--- src/flash_ctl_pkg.sv ---
// Shared opcodes, timing figures and state encodings for the suspend, resume and
// power-down command logic. Assumes a 40 MHz core clock.
package flash_ctl_pkg;

    // Core clock period.
    localparam int CLK_PERIOD_NS = 25;

    // Opcodes handled or filtered by the block.
    localparam logic [7:0] OPC_SUSPEND      = 8'h75;
    localparam logic [7:0] OPC_RESUME       = 8'h7a;
    localparam logic [7:0] OPC_POWERDOWN    = 8'hb9;
    localparam logic [7:0] OPC_RELEASE      = 8'hab;
    localparam logic [7:0] OPC_WRITE_STATUS = 8'h01;
    localparam logic [7:0] OPC_SECTOR_ERASE = 8'h20;
    localparam logic [7:0] OPC_BLOCK32_ERASE = 8'h52;
    localparam logic [7:0] OPC_BLOCK64_ERASE = 8'hd8;
    localparam logic [7:0] OPC_CHIP_ERASE_A = 8'hc7;
    localparam logic [7:0] OPC_CHIP_ERASE_B = 8'h60;
    localparam logic [7:0] OPC_SECREG_ERASE = 8'h44;
    localparam logic [7:0] OPC_PAGE_PROG    = 8'h02;
    localparam logic [7:0] OPC_QUAD_PROG    = 8'h32;
    localparam logic [7:0] OPC_SECREG_PROG  = 8'h42;

    // Serial bit positions within a frame.
    localparam logic [7:0] BITS_OPCODE   = 8'h08;
    localparam logic [7:0] BITS_ID_START = 8'h20;
    localparam logic [7:0] BITS_MAX      = 8'hff;
    localparam logic [2:0] ID_MSB        = 3'h7;

    // Times in nanoseconds; all are longest times, so cycle counts round down.
    localparam int SUSPEND_LATENCY_NS   = 20000;
    localparam int RESUME_BUSY_NS       = 200;
    localparam int POWERDOWN_ENTRY_NS   = 3000;
    localparam int RELEASE_NS           = 3000;
    localparam int RELEASE_WITH_ID_NS   = 1800;

    localparam int SUSPEND_LATENCY_CYC  = SUSPEND_LATENCY_NS / CLK_PERIOD_NS;
    localparam int RESUME_BUSY_CYC      = RESUME_BUSY_NS / CLK_PERIOD_NS;
    localparam int POWERDOWN_ENTRY_CYC  = POWERDOWN_ENTRY_NS / CLK_PERIOD_NS;
    localparam int RELEASE_CYC          = RELEASE_NS / CLK_PERIOD_NS;
    localparam int RELEASE_WITH_ID_CYC  = RELEASE_WITH_ID_NS / CLK_PERIOD_NS;

    localparam int TIMER_W = 12;
    // Suspend drains in half the allowed latency, leaving margin.
    localparam logic [TIMER_W-1:0] DRAIN_LOAD    = TIMER_W'(SUSPEND_LATENCY_CYC / 2);
    localparam logic [TIMER_W-1:0] ENTRY_LOAD    = TIMER_W'(POWERDOWN_ENTRY_CYC - 1);
    localparam logic [TIMER_W-1:0] RELEASE_LOAD  = TIMER_W'(RELEASE_CYC - 1);
    localparam logic [TIMER_W-1:0] RELEASE2_LOAD = TIMER_W'(RELEASE_WITH_ID_CYC - 1);
    localparam logic [TIMER_W-1:0] TIMER_ZERO    = '0;

    // Kind of array operation in progress.
    typedef enum logic [2:0] {
        KIND_NONE         = 3'h0,
        KIND_SECTOR_ERASE = 3'h1,
        KIND_BLOCK_ERASE  = 3'h2,
        KIND_CHIP_ERASE   = 3'h3,
        KIND_PAGE_PROG    = 3'h4,
        KIND_STATUS_WRITE = 3'h5,
        KIND_OTHER        = 3'h6
    } op_kind_t;

    // Array operation sequence, Gray coded along run, drain, pause, resume.
    typedef enum logic [2:0] {
        OP_IDLE   = 3'b000,
        OP_RUN    = 3'b001,
        OP_DRAIN  = 3'b011,
        OP_PAUSED = 3'b010,
        OP_RESUME = 3'b110
    } op_state_t;

    // Power state, Gray coded along normal, entry, down, release.
    typedef enum logic [1:0] {
        PW_NORMAL  = 2'b00,
        PW_ENTER   = 2'b01,
        PW_DOWN    = 2'b11,
        PW_RELEASE = 2'b10
    } pw_state_t;

endpackage

--- src/pin_sync.sv ---
// Two-flop synchroniser with edge detection for pins from outside the core clock.
// Assumes the pins change slowly compared with the core clock.
`timescale 1ns/1ps
module pin_sync #(
    parameter int             W       = 1,
    parameter logic [W-1:0]   RST_VAL = '0
) (
    // Clock and reset
    input  wire logic         core_clk,
    input  wire logic         rstn,
    // Asynchronous pins
    input  wire logic [W-1:0] pins,
    // Synchronised level and edges
    output logic      [W-1:0] level,
    output logic      [W-1:0] rise,
    output logic      [W-1:0] fall
);
    logic [W-1:0] stage1;
    logic [W-1:0] stage2;
    logic [W-1:0] stage3;

    always_ff @(posedge core_clk or negedge rstn) begin
        if (!rstn) begin
            stage1 <= RST_VAL;
            stage2 <= RST_VAL;
            stage3 <= RST_VAL;
        end else begin
            stage1 <= pins;
            stage2 <= stage1;
            stage3 <= stage2;
        end
    end

    assign level = stage2;
    assign rise  = stage2 & ~stage3;
    assign fall  = ~stage2 & stage3;
endmodule

--- src/flash_suspend_resume_powerdown.sv ---
// Suspend, resume, power-down and release/identifier command logic of a serial flash.
// Assumes an array engine that starts and finishes operations and honours op_hold.
`timescale 1ns/1ps
module flash_suspend_resume_powerdown
    import flash_ctl_pkg::*;
#(
    // Value is arbitrary.
    parameter logic [7:0] DEVICE_ID = 8'h5a
) (
    // Clock and reset
    input  wire logic       core_clk,
    input  wire logic       rstn,
    // Serial pins
    input  wire logic       cs_n,
    input  wire logic       sclk,
    input  wire logic       mosi,
    output logic            miso,
    output logic            miso_oe,
    // Array engine
    input  wire logic       op_start,
    input  wire logic [2:0] op_kind,
    input  wire logic       op_done,
    output logic            op_hold,
    // Status
    output logic            busy,
    output logic            suspend_status_bit,
    output logic            powered_down,
    output logic            cmd_ready,
    // Forwarded commands
    output logic [7:0]      cmd_opcode,
    output logic            cmd_valid,
    output logic            cmd_refused
);

    // Synchronised pins.
    logic       cs_n_s;
    logic       sclk_s;
    logic       mosi_s;
    logic [2:0] pin_rise;
    logic [2:0] pin_fall;
    logic       sclk_rise;
    logic       sclk_fall;
    logic       cs_rise;

    // Serial frame state.
    logic [7:0] shift;
    logic [7:0] bit_cnt;
    logic [7:0] opcode;
    logic       opc_strobe;
    logic       id_ok;
    logic [2:0] id_idx;

    // Operation and power state.
    op_state_t             op_state;
    op_kind_t              cur_kind;
    logic [TIMER_W-1:0]    drain_cnt;
    pw_state_t             pw_state;
    logic [TIMER_W-1:0]    pw_tmr;

    // Decoded frame events.
    logic       end_short;
    logic       end_long;
    logic       id_phase;
    logic       suspend_go;
    logic       resume_go;
    logic       powerdown_go;
    logic       release_go;
    logic       release_id_go;

    // Only sector, block and page-type work can be paused.
    function automatic logic is_suspendable(input op_kind_t k);
        return (k == KIND_SECTOR_ERASE) || (k == KIND_BLOCK_ERASE) ||
               (k == KIND_PAGE_PROG);
    endfunction

    function automatic logic is_erase_kind(input op_kind_t k);
        return (k == KIND_SECTOR_ERASE) || (k == KIND_BLOCK_ERASE);
    endfunction

    // Opcodes refused while an operation of the given kind is paused.
    function automatic logic is_refused(input logic [7:0] opc, input op_kind_t k);
        logic erase_opc;
        logic prog_opc;
        erase_opc = (opc == OPC_SECTOR_ERASE) || (opc == OPC_BLOCK32_ERASE) ||
                    (opc == OPC_BLOCK64_ERASE) || (opc == OPC_CHIP_ERASE_A) ||
                    (opc == OPC_CHIP_ERASE_B) || (opc == OPC_SECREG_ERASE);
        prog_opc  = (opc == OPC_PAGE_PROG) || (opc == OPC_QUAD_PROG) ||
                    (opc == OPC_SECREG_PROG);
        if (opc == OPC_WRITE_STATUS) begin
            return 1'b1;
        end else if (is_erase_kind(k)) begin
            return erase_opc;
        end else if (k == KIND_PAGE_PROG) begin
            return prog_opc;
        end else begin
            return 1'b0;
        end
    endfunction

    function automatic logic is_own_opcode(input logic [7:0] opc);
        return (opc == OPC_SUSPEND) || (opc == OPC_RESUME) ||
               (opc == OPC_POWERDOWN) || (opc == OPC_RELEASE);
    endfunction

    // Select idles high, so its synchroniser resets to one.
    pin_sync #(
        .W       (3),
        .RST_VAL (3'b001)
    ) u_pin_sync (
        .core_clk (core_clk),
        .rstn     (rstn),
        .pins     ({mosi, sclk, cs_n}),
        .level    ({mosi_s, sclk_s, cs_n_s}),
        .rise     (pin_rise),
        .fall     (pin_fall)
    );

    assign sclk_rise = pin_rise[1] & ~cs_n_s;
    assign sclk_fall = pin_fall[1] & ~cs_n_s;
    assign cs_rise   = pin_rise[0];

    // Bits are shifted in on rising clock edges while select is low.
    always_ff @(posedge core_clk or negedge rstn) begin
        if (!rstn) begin
            shift   <= 8'h00;
            bit_cnt <= 8'h00;
        end else if (cs_n_s) begin
            bit_cnt <= 8'h00;
        end else if (sclk_rise) begin
            shift <= {shift[6:0], mosi_s};
            if (bit_cnt != BITS_MAX) begin
                bit_cnt <= bit_cnt + 8'h01;
            end
        end
    end

    // The opcode is latched as its eighth bit arrives.
    always_ff @(posedge core_clk or negedge rstn) begin
        if (!rstn) begin
            opcode     <= 8'h00;
            opc_strobe <= 1'b0;
        end else begin
            opc_strobe <= sclk_rise && (bit_cnt == BITS_OPCODE - 8'h01);
            if (sclk_rise && (bit_cnt == BITS_OPCODE - 8'h01)) begin
                opcode <= {shift[6:0], mosi_s};
            end
        end
    end

    // A short frame ends exactly after eight bits; a long one after the dummies.
    assign end_short = cs_rise && (bit_cnt == BITS_OPCODE);
    assign end_long  = cs_rise && (bit_cnt >= BITS_ID_START);

    assign suspend_go = end_short && (opcode == OPC_SUSPEND) && (pw_state == PW_NORMAL) &&
                        !suspend_status_bit && busy &&
                        (op_state == OP_RUN) && is_suspendable(cur_kind);
    assign resume_go  = end_short && (opcode == OPC_RESUME) && (pw_state == PW_NORMAL) &&
                        suspend_status_bit && !busy && (op_state == OP_PAUSED);
    assign powerdown_go  = end_short && (opcode == OPC_POWERDOWN) &&
                           (pw_state == PW_NORMAL);
    assign release_go    = end_short && (opcode == OPC_RELEASE) &&
                           (pw_state == PW_DOWN) && !busy;
    assign release_id_go = end_long && (opcode == OPC_RELEASE) &&
                           (pw_state == PW_DOWN) && !busy;

    // Forwarding of all other opcodes in normal power state, with refusal of those that is_refused names while the suspend bit is set.
    always_ff @(posedge core_clk or negedge rstn) begin
        if (!rstn) begin
            cmd_opcode  <= 8'h00;
            cmd_valid   <= 1'b0;
            cmd_refused <= 1'b0;
            id_ok       <= 1'b0;
        end else begin
            cmd_valid   <= 1'b0;
            cmd_refused <= 1'b0;
            if (opc_strobe) begin
                id_ok <= (opcode == OPC_RELEASE) && !busy;
                if (pw_state == PW_NORMAL && !is_own_opcode(opcode)) begin
                    cmd_opcode <= opcode;
                    if (suspend_status_bit && is_refused(opcode, cur_kind)) begin
                        cmd_refused <= 1'b1;
                    end else begin
                        cmd_valid <= 1'b1;
                    end
                end
            end else if (cs_n_s) begin
                id_ok <= 1'b0;
            end
        end
    end

    // Identifier output, only in the frame that carried the release opcode.
    assign id_phase = !cs_n_s && id_ok && (bit_cnt >= BITS_ID_START) &&
                      (pw_state == PW_NORMAL || pw_state == PW_DOWN);

    // The identifier goes out on falling edges, most significant bit first, and wraps.
    always_ff @(posedge core_clk or negedge rstn) begin
        if (!rstn) begin
            miso    <= 1'b0;
            miso_oe <= 1'b0;
            id_idx  <= ID_MSB;
        end else if (cs_n_s) begin
            miso    <= 1'b0;
            miso_oe <= 1'b0;
            id_idx  <= ID_MSB;
        end else if (sclk_fall && id_phase) begin
            miso    <= DEVICE_ID[id_idx];
            miso_oe <= 1'b1;
            id_idx  <= id_idx - 3'h1;
        end
    end

    // Array operation sequence; an asynchronous reset stands for power loss.
    always_ff @(posedge core_clk or negedge rstn) begin
        if (!rstn) begin
            op_state           <= OP_IDLE;
            cur_kind           <= KIND_NONE;
            busy               <= 1'b0;
            suspend_status_bit <= 1'b0;
            drain_cnt          <= TIMER_ZERO;
        end else begin
            case (op_state)
                OP_IDLE: begin
                    if (op_start) begin
                        op_state <= OP_RUN;
                        cur_kind <= op_kind_t'(op_kind);
                        busy     <= 1'b1;
                    end
                end
                OP_RUN: begin
                    if (op_done) begin
                        op_state <= OP_IDLE;
                        cur_kind <= KIND_NONE;
                        busy     <= 1'b0;
                    end else if (suspend_go) begin
                        op_state           <= OP_DRAIN;
                        suspend_status_bit <= 1'b1;
                        drain_cnt          <= DRAIN_LOAD;
                    end
                end
                OP_DRAIN: begin
                    if (drain_cnt == TIMER_ZERO) begin
                        op_state <= OP_PAUSED;
                        busy     <= 1'b0;
                    end else begin
                        drain_cnt <= drain_cnt - TIMER_W'(1);
                    end
                end
                OP_PAUSED: begin
                    if (resume_go) begin
                        op_state           <= OP_RESUME;
                        suspend_status_bit <= 1'b0;
                    end
                end
                OP_RESUME: begin
                    // Busy returns one cycle after the resume, well inside the limit.
                    op_state <= OP_RUN;
                    busy     <= 1'b1;
                end
                default: begin
                    op_state <= OP_IDLE;
                    busy     <= 1'b0;
                end
            endcase
        end
    end

    // The engine stays held from the suspend until busy returns.
    assign op_hold = (op_state == OP_DRAIN) || (op_state == OP_PAUSED) ||
                     (op_state == OP_RESUME);

    // Power state; reset always lands in normal operation.
    always_ff @(posedge core_clk or negedge rstn) begin
        if (!rstn) begin
            pw_state <= PW_NORMAL;
            pw_tmr   <= TIMER_ZERO;
        end else begin
            case (pw_state)
                PW_NORMAL: begin
                    if (powerdown_go) begin
                        pw_state <= PW_ENTER;
                        pw_tmr   <= ENTRY_LOAD;
                    end
                end
                PW_ENTER: begin
                    if (pw_tmr == TIMER_ZERO) begin
                        pw_state <= PW_DOWN;
                    end else begin
                        pw_tmr <= pw_tmr - TIMER_W'(1);
                    end
                end
                PW_DOWN: begin
                    if (release_go) begin
                        pw_state <= PW_RELEASE;
                        pw_tmr   <= RELEASE_LOAD;
                    end else if (release_id_go) begin
                        pw_state <= PW_RELEASE;
                        pw_tmr   <= RELEASE2_LOAD;
                    end
                end
                PW_RELEASE: begin
                    // Frames arriving before the release time ends are not acted on.
                    if (pw_tmr == TIMER_ZERO) begin
                        pw_state <= PW_NORMAL;
                    end else begin
                        pw_tmr <= pw_tmr - TIMER_W'(1);
                    end
                end
                default: begin
                    pw_state <= PW_NORMAL;
                end
            endcase
        end
    end

    assign powered_down = (pw_state == PW_DOWN);
    assign cmd_ready    = (pw_state == PW_NORMAL);

endmodule

--- config.mk ---
export PLATFORM = sky130hd
export DESIGN_NAME = flash_suspend_resume_powerdown
export DESIGN_NICKNAME = d
export VERILOG_FILES = /design/src/flash_ctl_pkg.sv /design/src/pin_sync.sv /design/src/flash_suspend_resume_powerdown.sv
export SDC_FILE = /design/constraint.sdc
export NUM_CORES = 1
export LEC_CHECK = 0
export BUFFER_PORTS_ARGS = -buffer_cell sky130_fd_sc_hd__buf_2
export CAP_MARGIN = 20
export CORE_MARGIN = 1.5
export CORE_UTILIZATION = 40
export CTS_BUF_LIST = sky130_fd_sc_hd__clkbuf_4 sky130_fd_sc_hd__clkbuf_8
export DETAILED_ROUTE_END_ITERATION = 8
export PLACE_DENSITY = 0.62
export SLEW_MARGIN = 15
export SYNTH_ARGS = -nofsm -noshare
export SYNTH_HDL_FRONTEND = slang
export SYNTH_SLANG_ARGS = --single-unit
--- constraint.sdc ---
create_clock -name core_clk -period 2.4 [get_ports core_clk]
set_input_delay 0.24 -clock core_clk [delete_from_list [all_inputs] [get_ports core_clk]]
set_output_delay 0.24 -clock core_clk [all_outputs]
set_load 0.03 [all_outputs]
Word-level counts from Yosys, hierarchy flattened
Memory sizes are Yosys's and may differ from the RTL's.
Index checks and enable logic that the tools add are counted.
{ "classes": {"reduce_logical": 70, "addsub": 4, "n_eq_ne": 40, "n_shift": 0, "mux": 55, "div_mod_pow": 0, "order_cmp": 2, "mul": 0, "bitwise": 8} }
{ "ops": {"columns": ["cell", "n"], "rows": [
  ["two-way mux 12 bit", 7],
  ["equality test 8 x 7 -> 1 bit, second input constant", 6],
  ["one-hot mux 12 bit (3 select lines)", 1],
  ["equality test 8 bit, second input constant", 4],
  ["logical AND 1 bit", 29],
  ["two-way mux 3 bit", 9],
  ["logical NOT 12 bit", 2],
  ["two-way mux 1 bit", 24],
  ["two-way mux 8 bit", 3],
  ["one-hot mux 12 bit (2 select lines)", 1],
  ["subtractor 12 x 1 -> 12 bit, second input constant", 2],
  ["inequality test 2 bit, second input constant", 10],
  ["AND reduction 4 bit", 5],
  ["equality test 8 x 6 -> 1 bit, second input constant", 2],
  ["logical OR 1 bit", 15],
  ["one-hot mux 3 bit (5 select lines)", 1],
  ["nonzero test 2 bit", 7],
  ["two-way mux 2 bit", 5],
  ["equality test 3 x 2 -> 1 bit, second input constant", 3],
  ["adder 8 x 1 -> 8 bit, second input constant", 1],
  ["equality test 8 x 1 -> 1 bit, second input constant", 1],
  ["equality test 8 x 2 -> 1 bit, second input constant", 1],
  ["equality test 8 x 3 -> 1 bit, second input constant", 1],
  ["equality test 8 x 4 -> 1 bit, second input constant", 1],
  ["25 further kinds", 38]
]} }
{ "word_totals": {"output_inout_bits": 17, "mem_bits_ro": 8, "latch_bits": 0, "ramBits": 0, "reg_bits": 82, "mem_count": 1, "elab_cells": 201, "in_bits": 10} }
{ "mem_list": {"columns": ["memory", "depth", "width", "read_ports", "rd_clocked_by_memory_dff", "wr", "line_no", "text"], "rows": [
  ["(name not given)", 8, 1, 1, 0, 0, "flash_suspend_resume_powerdown.sv:207", "miso <= DEVICE_ID[id_idx];"]
]} }

Depth between registers and ports, before layout
Gate-level depths: netlist of the first run.
{ "depth": {"ltp_word": 14, "ltp_mapped": 10, "ltp_nobuf": 8} }

Cells and area by module
From an unflattened synthesis of the first run, not the netlist that was laid out.
{ "hier_totals": {"cells_unflattened": 448, "area_unflattened_um2": 4404.2} }
{ "modules_own_cells": {"columns": ["mod", "n_inst", "area_per_inst_um2", "cells_each", "seq_area_each_um2"], "rows": [
  ["flash_suspend_resume_powerdown", 1, 4122.7, 433, 1855.5],
  ["pin_sync", 1, 281.5, 15, 229.0]
]} }

Worst setup path before layout of the first run
No wires, ideal clock.
{ "synth_path": {"path_type": "register to register", "startpoint": "register pw_tmr[0]", "endpoint": "register pw_state[1]", "period_less_slack_ps": 2406, "stages_incl_launch_ff": 8, "n_path_buf": 0, "required_time_ps": 2278, "slack_ps": -6, "arrival_ps": 2284, "setup_time_ps": 122, "cell_sequence": "dfrtp_1 > inv_1 > ha_1 > or4b_4 > or3_4 > or3_4 > a211o_1 > o22a_1"} }
{ "synth_between": {"elab_chain_cells": 3, "elab_cells_between_ends": 4, "classes_between": "eq/ne: 2; reduce/logical: 2"} }
{ "synth_lines": {"columns": ["element", "line_no", "text"], "rows": [
  ["start: declaration", "flash_suspend_resume_powerdown.sv:58", "logic [TIMER_W-1:0] pw_tmr;"],
  ["start signal: assignment", "flash_suspend_resume_powerdown.sv:289", "pw_tmr <= pw_tmr - TIMER_W'(1);"],
  ["start signal: assignment", "flash_suspend_resume_powerdown.sv:306", "pw_tmr <= pw_tmr - TIMER_W'(1);"],
  ["logical NOT 12 bit (*)", "flash_suspend_resume_powerdown.sv:286, flash_suspend_resume_powerdown.sv:303", null],
  ["inequality test 2 bit (no line)", null, null],
  ["AND reduction 4 bit (no line) (*)", null, null],
  ["end signal: assignment", "flash_suspend_resume_powerdown.sv:287", "pw_state <= PW_DOWN;"],
  ["end signal: assignment", "flash_suspend_resume_powerdown.sv:304", "pw_state <= PW_NORMAL;"],
  ["end signal: assignment", "flash_suspend_resume_powerdown.sv:310", "pw_state <= PW_NORMAL;"],
  ["end: declaration", "flash_suspend_resume_powerdown.sv:57", "pw_state_t pw_state;"]
]} }
Mark *: on every way between the ends. The rest lies on a longest branch, timed or not.
A chain may end at the register's enable or synchronous reset.

Final worst setup path of the first run
Ends and elaborated chain as after synthesis.

==> results of run 1 <==
-- synthesized netlist by cell type, drive strengths merged (9+ instances only) --
master,instances,area (um2)
ha,10,125
o21ai,23,115
nand3,11,55.1
or3,9,66.3
nand4,9,56.3
mux2,23,259
clkbuf,12,45.0
xnor2,11,96.3
nand2b,13,81.3
nor3,20,100
nand2,22,82.6
dfrtp,76,1900
inv,16,60.1
a21oi,15,75.1
nor2,35,131
-- through the flow --
step	hold slack [ns]	cells	worst slack, ns	TNS [ns]
after global placement	0.256	567	0.0287	0
final	0.207	593	0.0173	0
after global routing	0.220	593	-0.0616	-0.118
after detailed placement	0.258	567	-0.0401	-0.0904
after floorplan	-0.0556	400	0.0282	0
after CTS	0.200	590	0.00105	0
-- what timing repair did --
action                     CTS  global route
hold buffers                 4             0
hold endpoints to repair    36             0
pin swaps                    1             6
gates resized for setup      1             9
setup buffers                3             2
setup endpoints to repair    5            13
gates cloned                 0             1
-- worst max-delay path: cells and delay by family, from the launching register on --
| family | cells | cell delay (ns) |
|---|---|---|
| AO/OA/AOI/OAI | 2 | 0.48 |
| buffers and inverters | 1 | 0.07 |
| AND/OR/NAND/NOR | 3 | 1.15 |
| flip-flops | 1 | 0.40 |
| adder cells (fa/ha/maj) | 1 | 0.18 |
-- layout make-up --
class                   instances  area [um2]
repair buffers                 58         397
clock buffers                   9         124
multi-input cells             288        1990
well taps                     133         166
flip-flops and latches         82        2060
clock inverters                 7        98.8
fillers                       941        5010
inverters                      16        60.1
-- per-layer routing --
metal,global-route usage (%),wire [um]
met5,0,0
met3,3.81,232
met1,22.9,4210
met4,4.79,72
met2,26.1,3980
-- worst max-delay path by stage --
stage	startpoint	slack (ns)	end	cells after the start
final	pw_tmr[0]	0.02	pw_state[1]	7
after global routing	pw_tmr[1]	-0.06	pw_state[1]	7
after CTS	pw_tmr[0]	0.001	pw_state[1]	7
after detailed placement	pw_tmr[0]	-0.04	pw_state[1]	7
after global placement	pw_tmr[0]	0.03	pw_state[1]	7
after floorplan	pw_tmr[0]	0.03	pw_state[1]	7
-- kinds of logic after synthesis --
logic type | synth area share [%]
compound gates | 10.5
fa+ha+maj | 3.03
mux | 6.76
buf+inv | 2.79
xor+xnor | 4.03
flops | 49.9
simple gates | 23.0
-- power by group through the flow --
stage               clock network [uW]  registers, uW  logic [uW]
global route                      1240           1620         288
CTS                               1170           1600         258
floorplan                            0           1600         168
finish                            1150           1600         252
detailed placement                   0           1630         249
global placement                     0           1620         239
-- registers in the layout, indices dropped and copies added (netlist names), 2 cells and up --
name,cells
bit_cnt,8
cmd_opcode,8
cur_kind,3
drain_cnt,12
id_idx,3
op_state,3
opcode,8
pw_state,2
pw_tmr,12
shift,7
u_pin_sync.level,3
u_pin_sync.stage1,3
u_pin_sync.stage3,2
==> metrics.cfg, run 1 <==
[status]
status = finished clean

[worst_setup_path]
startpoint_type = flop
cp_max_fo = 3
r2r_slack_ns = 0.02
crit_type = flop to flop
critical_path.cell_chain = inv_2 > ha_2 > or4b_4 > or3_4 > or3_4 > a211o_1 > o22a_1
path_common_cell = or3_4
r2r_end = pw_state[1]
r2r-start = pw_tmr[0]
required_ns = 2.64
rr_worst_depth = 7
cp.arrival_ns = 2.63
cp_slowest_stage_delay_ns = 0.46
crit_path_end_kind = flop
critPathSlowestCell = or4b_4

[min_path]
min_from = op_kind[0]
holdPathEnd = cur_kind[0]
hp-class = input port to flop
min_path_cells = 3

[detailed_routing]
drc_errors = 0
vias = 3142
vias_per_cell = 5.30
drt-pass1-iter-count = 4
drt_iter0_drc = 89
drt_wl_total_um = 8500
antenna_left = 0
wl_per_cell_um = 14.3

[floorplanning]
num_rows = 36
initial_utilization_pct = 41.7
core-area_um2 = 9910
design.die.area_um2 = 10900
fp.dieW_um = 105
dieHeight_um = 105
ios = 27

[synth]
yosysSeqAreaShare_pct = 49.9
synth_seq_cells = 82
netlist_instances = 400
synth_cell_types = 58
ys_async_sr_fraction_pct = 100
ys_warn_count = 0
synth-main-ff-cell = dfrtp_1
avgSynthCellArea_um2 = 10.3
synth_area_um2 = 4130
synth_fp_nets = 420
synth_edf_count = 0

[final_layout]
area_growth_pct = 18.6
insertedDiodeCount = 0
drive_above_1_share_pct = 25.9
layout_commonest_cell = dfrtp_1
fin_nets = 475
design_area_um2 = 4900
final_core_util_pct = 49.4
mostFrequentLayoutCells = 76 x dfrtp_1, 35 x nor2_1, 26 x buf_2, 26 x buf_4, 23 x mux2_2

[sta]
clock_skew_ns = 0.0166
slew_headroom_pct = 58.0
report.final.slew_viol_count = 0
timing.fmax_mhz = 420
tightestPinTransition_ns = 0.625
hold_viol_final = 0
min_period_ns = 2.38
post-route-period-util_pct = 99.3
rsz0062_at_grt = yes
setup_violations = 0

[cts]
clkLatencyLatePin_ns = 0.36
cts_buffers = 9
root_buffer = clkbuf_8
cts_tree = built
htreeDepth = 3
clkTransAtPathRegs_ns = 0.09
clk_path_buf_depth = 2
numClockSinks = 82

[power_and_ir_drop]
seqPwrFrac_pct = 53.3
powerDensity_nw_per_um2 = 614
power_leakage_uw = 0.00223
vdd_ir_drop_max_v = 0.000431
p_int_uw = 2230
power_uw = 3010
p_clk_share_pct = 38.3
combPwrFrac_pct = 8.4
swShare_pct = 25.8
switchingPower_uw = 777

[global_route]
grt_usage_pct = 16.6
antenna_found_initial = 0
grt_pass1_wl_um = 14700
grt_pass1_vias = 3190
grt-ovfl-total = 0
grt_max_degree = 44

[placement]
gp_congestion = 0.777
io_buffers = 26
placed_area_um2 = 4550
dp_hpwl_um = 5830

[job]
maxCapViolations = 0

No activity file was read; power rests on OpenSTA's default activity.
==> run 2: changes to the inputs <==
Settings changed: ABC_AREA set to 1, PLACE_DENSITY 0.62 to 0.61.
==> metrics.cfg, run 2 <==
[status]
status = finished clean

[cts]
cts_buffers = 9  ; unchanged
clkLatencyLatePin_ns = 0.36  ; about the same
cts_tree = built
root_buffer = clkbuf_8
clk_path_buf_depth = 2  ; unchanged
clkTransAtPathRegs_ns = 0.09  ; about the same
htreeDepth = 3  ; unchanged
numClockSinks = 82  ; unchanged
postCtsSetupBuffers = 0  ; -3

[final_layout]
fin_nets = 658  ; +39%
num-fill-cells = 1108  ; +18%
layout_commonest_cell = nand2_1
insertedDiodeCount = 0  ; unchanged
drive_above_1_share_pct = 11.5  ; -14 points
mostFrequentLayoutCells = 188 x nand2_1, 76 x dfrtp_1, 73 x inv_1, 64 x nor2_1, 59 x nand3_1
multi_input_area_um2 = 2060  ; +3.3%
reg_top3 = drain_cnt x12, pw_tmr x12
area_growth_pct = 11.6
instances_no_fill = 783  ; +32%
regArea_um2 = 2060  ; unchanged

[placement]
io_buffers = 26  ; unchanged
dp_hpwl_um = 6840  ; +17%
place_inst = 763  ; +35%
gp_congestion = 0.835  ; +7.5%

[synth]
synth_fp_nets = 624  ; +49%
avgSynthCellArea_um2 = 7.39  ; -28%
synth_cell_types = 33  ; -43%
ys_warn_count = 0  ; unchanged
synth_top_area_share_pct = 42.6  ; -3.5 points
yosysTopAreaCell = dfrtp_1
synth.most_common_cell = nand2_1
synth_area_um2 = 4460  ; +8.1%
synth_seq_cells = 82  ; unchanged
yosysSeqAreaShare_pct = 46.1  ; -3.7 points
synth_edf_count = 0  ; unchanged
synth.top_cells.by_area = dfrtp_1 43%, nand2_1 16%, nand3_1 6.6%
netlist_instances = 604  ; +51%
synthTopCellsByCount = 188 x nand2_1, 76 x dfrtp_1, 73 x inv_1
synth-main-ff-cell = dfrtp_1
ys_async_sr_fraction_pct = 100  ; unchanged

[worst_setup_path]
cp_max_fo = 12  ; +9
crit_path_end_kind = flop
required_ns = 2.65  ; about the same
r2r-start = bit_cnt[0]
crit_start = bit_cnt[0]
crit_type = flop to flop
startpoint_type = flop
cp.arrival_ns = 2.17  ; -0.46 ns

[floorplanning]
core-area_um2 = 10800  ; +9.4%
num_rows = 38  ; +5.6%
dieHeight_um = 109  ; +3.9%
design.die.area_um2 = 11800  ; +7.9%
fp.dieW_um = 109  ; +3.9%
initial_utilization_pct = 41.2  ; -0.48 points
ios = 27  ; unchanged

[power_and_ir_drop]
p_clk_share_pct = 25.5  ; -13 points
power_uw = 3720  ; +24%
seqPwrFrac_pct = 45.2  ; -8.1 points
power_leakage_uw = 0.00258  ; +15%
combPwrFrac_pct = 29.3  ; +21 points
swShare_pct = 38.0  ; +12 points
p_int_uw = 2300  ; +3.4%
vdd_ir_drop_max_v = 0.000576  ; +34%
switchingPower_uw = 1410  ; +82%
powerDensity_nw_per_um2 = 747  ; +22%

[sta]
tightestPinTransition_ns = 0.692  ; +0.0671 ns
report.final.slew_viol_count = 0  ; unchanged
min_period_ns = 1.92  ; -0.463 ns
setup_violations = 0  ; unchanged
fin_hold_ws_ns = 0.164  ; -0.0429 ns
slew_headroom_pct = 53.5  ; -4.5 points
timing.fmax_mhz = 521  ; +24%
post-route-period-util_pct = 80.0  ; -19 points
fin_tns_setup_ns = 0  ; unchanged
hold_viol_final = 0  ; unchanged
clock_skew_ns = 0.00819  ; -0.00844 ns
rsz0062_at_grt = no

[global_route]
grt_max_degree = 48  ; +9.1%
grt_usage_pct = 17.6  ; +1.1 points
grt_pass1_vias = 3619  ; +13%
antenna_found_initial = 0  ; unchanged
grt_pass1_wl_um = 16300  ; +11%
grt-ovfl-total = 0  ; unchanged

[detailed_routing]
vias = 3816  ; +21%
wl_per_cell_um = 12.1  ; -16%
vias_per_cell = 4.87  ; -8.0%
drt-pass1-iter-count = 5  ; +1
drc_errors = 0  ; unchanged
antenna_left = 0  ; unchanged
drt_wl_total_um = 9450  ; +11%
drt_iter0_drc = 192  ; +120%

[min_path]
min_from = op_kind[1]
hp-class = input port to flop

[job]
maxCapViolations = 0  ; unchanged

[run 2: power groups by stage]
stage	registers, uW	logic [uW]	clock network (uW)
floorplan	1680	813	0
global placement	1700	1050	0
finish	1680	1090	947
detailed placement	1710	1080	0
CTS	1680	1090	998
global route	1710	1270	1050
[run 2: area by class of cell]
| class | count | share of cell area, % |
|---|---|---|
| multi-input combinational | 434 | 41.3 |
| clock buffer | 9 | 2.49 |
| timing repair buffer | 34 | 4.32 |
| sequential | 82 | 41.4 |
| tap | 140 | 3.52 |
| clock inverter | 7 | 1.18 |
| inverter | 77 | 5.80 |
[run 2: final timing paths]
kind	endpoint	slack (ns)	cells after the start
setup / recovery	drain_cnt[2]	0.48	11
hold / removal	cur_kind[1]	0.16	3
setup reg to reg	drain_cnt[2]	0.48	11
hold reg to reg	u_pin_sync.level[2]	0.36	0
max in group asynchronous	u_pin_sync.stage1[0]	1.36	3
min in group asynchronous	pw_tmr[9]	0.37	2
[run 2: cell families (layout without fill, tap and decap cells)]
group	count (synthesis)	after routing	synth area share (%)
AND/OR/NAND/NOR	353	353	34.0
buffers and inverters	88	127	7.74
flip-flops	82	82	46.1
AO/OA/AOI/OAI	63	63	7.74
adder cells (fa/ha/maj)	10	10	2.80
XOR/XNOR	8	8	1.57
[run 2: per-layer routing]
metal | vias to the layer above | global-route usage, % | routed length (um)
met1 | 1765 | 22.2 | 4440
met3 | 6 | 4.78 | 362
met2 | 65 | 28.9 | 4570
met4 | 0 | 6.86 | 74
met5 | - | 0 | 0
li1 | 1980 | - | -
[run 2: repair_timing]
item	CTS	global route
resized for setup	0	0
hold buffers	4	0
hold endpoints to repair	38	0
[run 2: critical path, stage by stage (launching register included)]
cell     delay [ns]
dfrtp_1        0.39
inv_1          0.11
ha_1           0.15
nand2_1        0.05
nor2_1         0.16
nand2_1        0.09
nor2_2         0.18
nand4_1        0.12
nand2_1        0.09
nand2_1        0.27
nand2_1        0.14
nand2_1        0.07
[run 2: per-stage QoR]
step,setup WS (ns),util [%],area (um2)
after CTS,0.468,45.9,4980
after detailed placement,0.496,43.9,4760
after global routing,0.238,45.9,4980
after floorplan,0.633,-,4460
final,0.481,45.9,4980
after global placement,0.542,43.9,4760
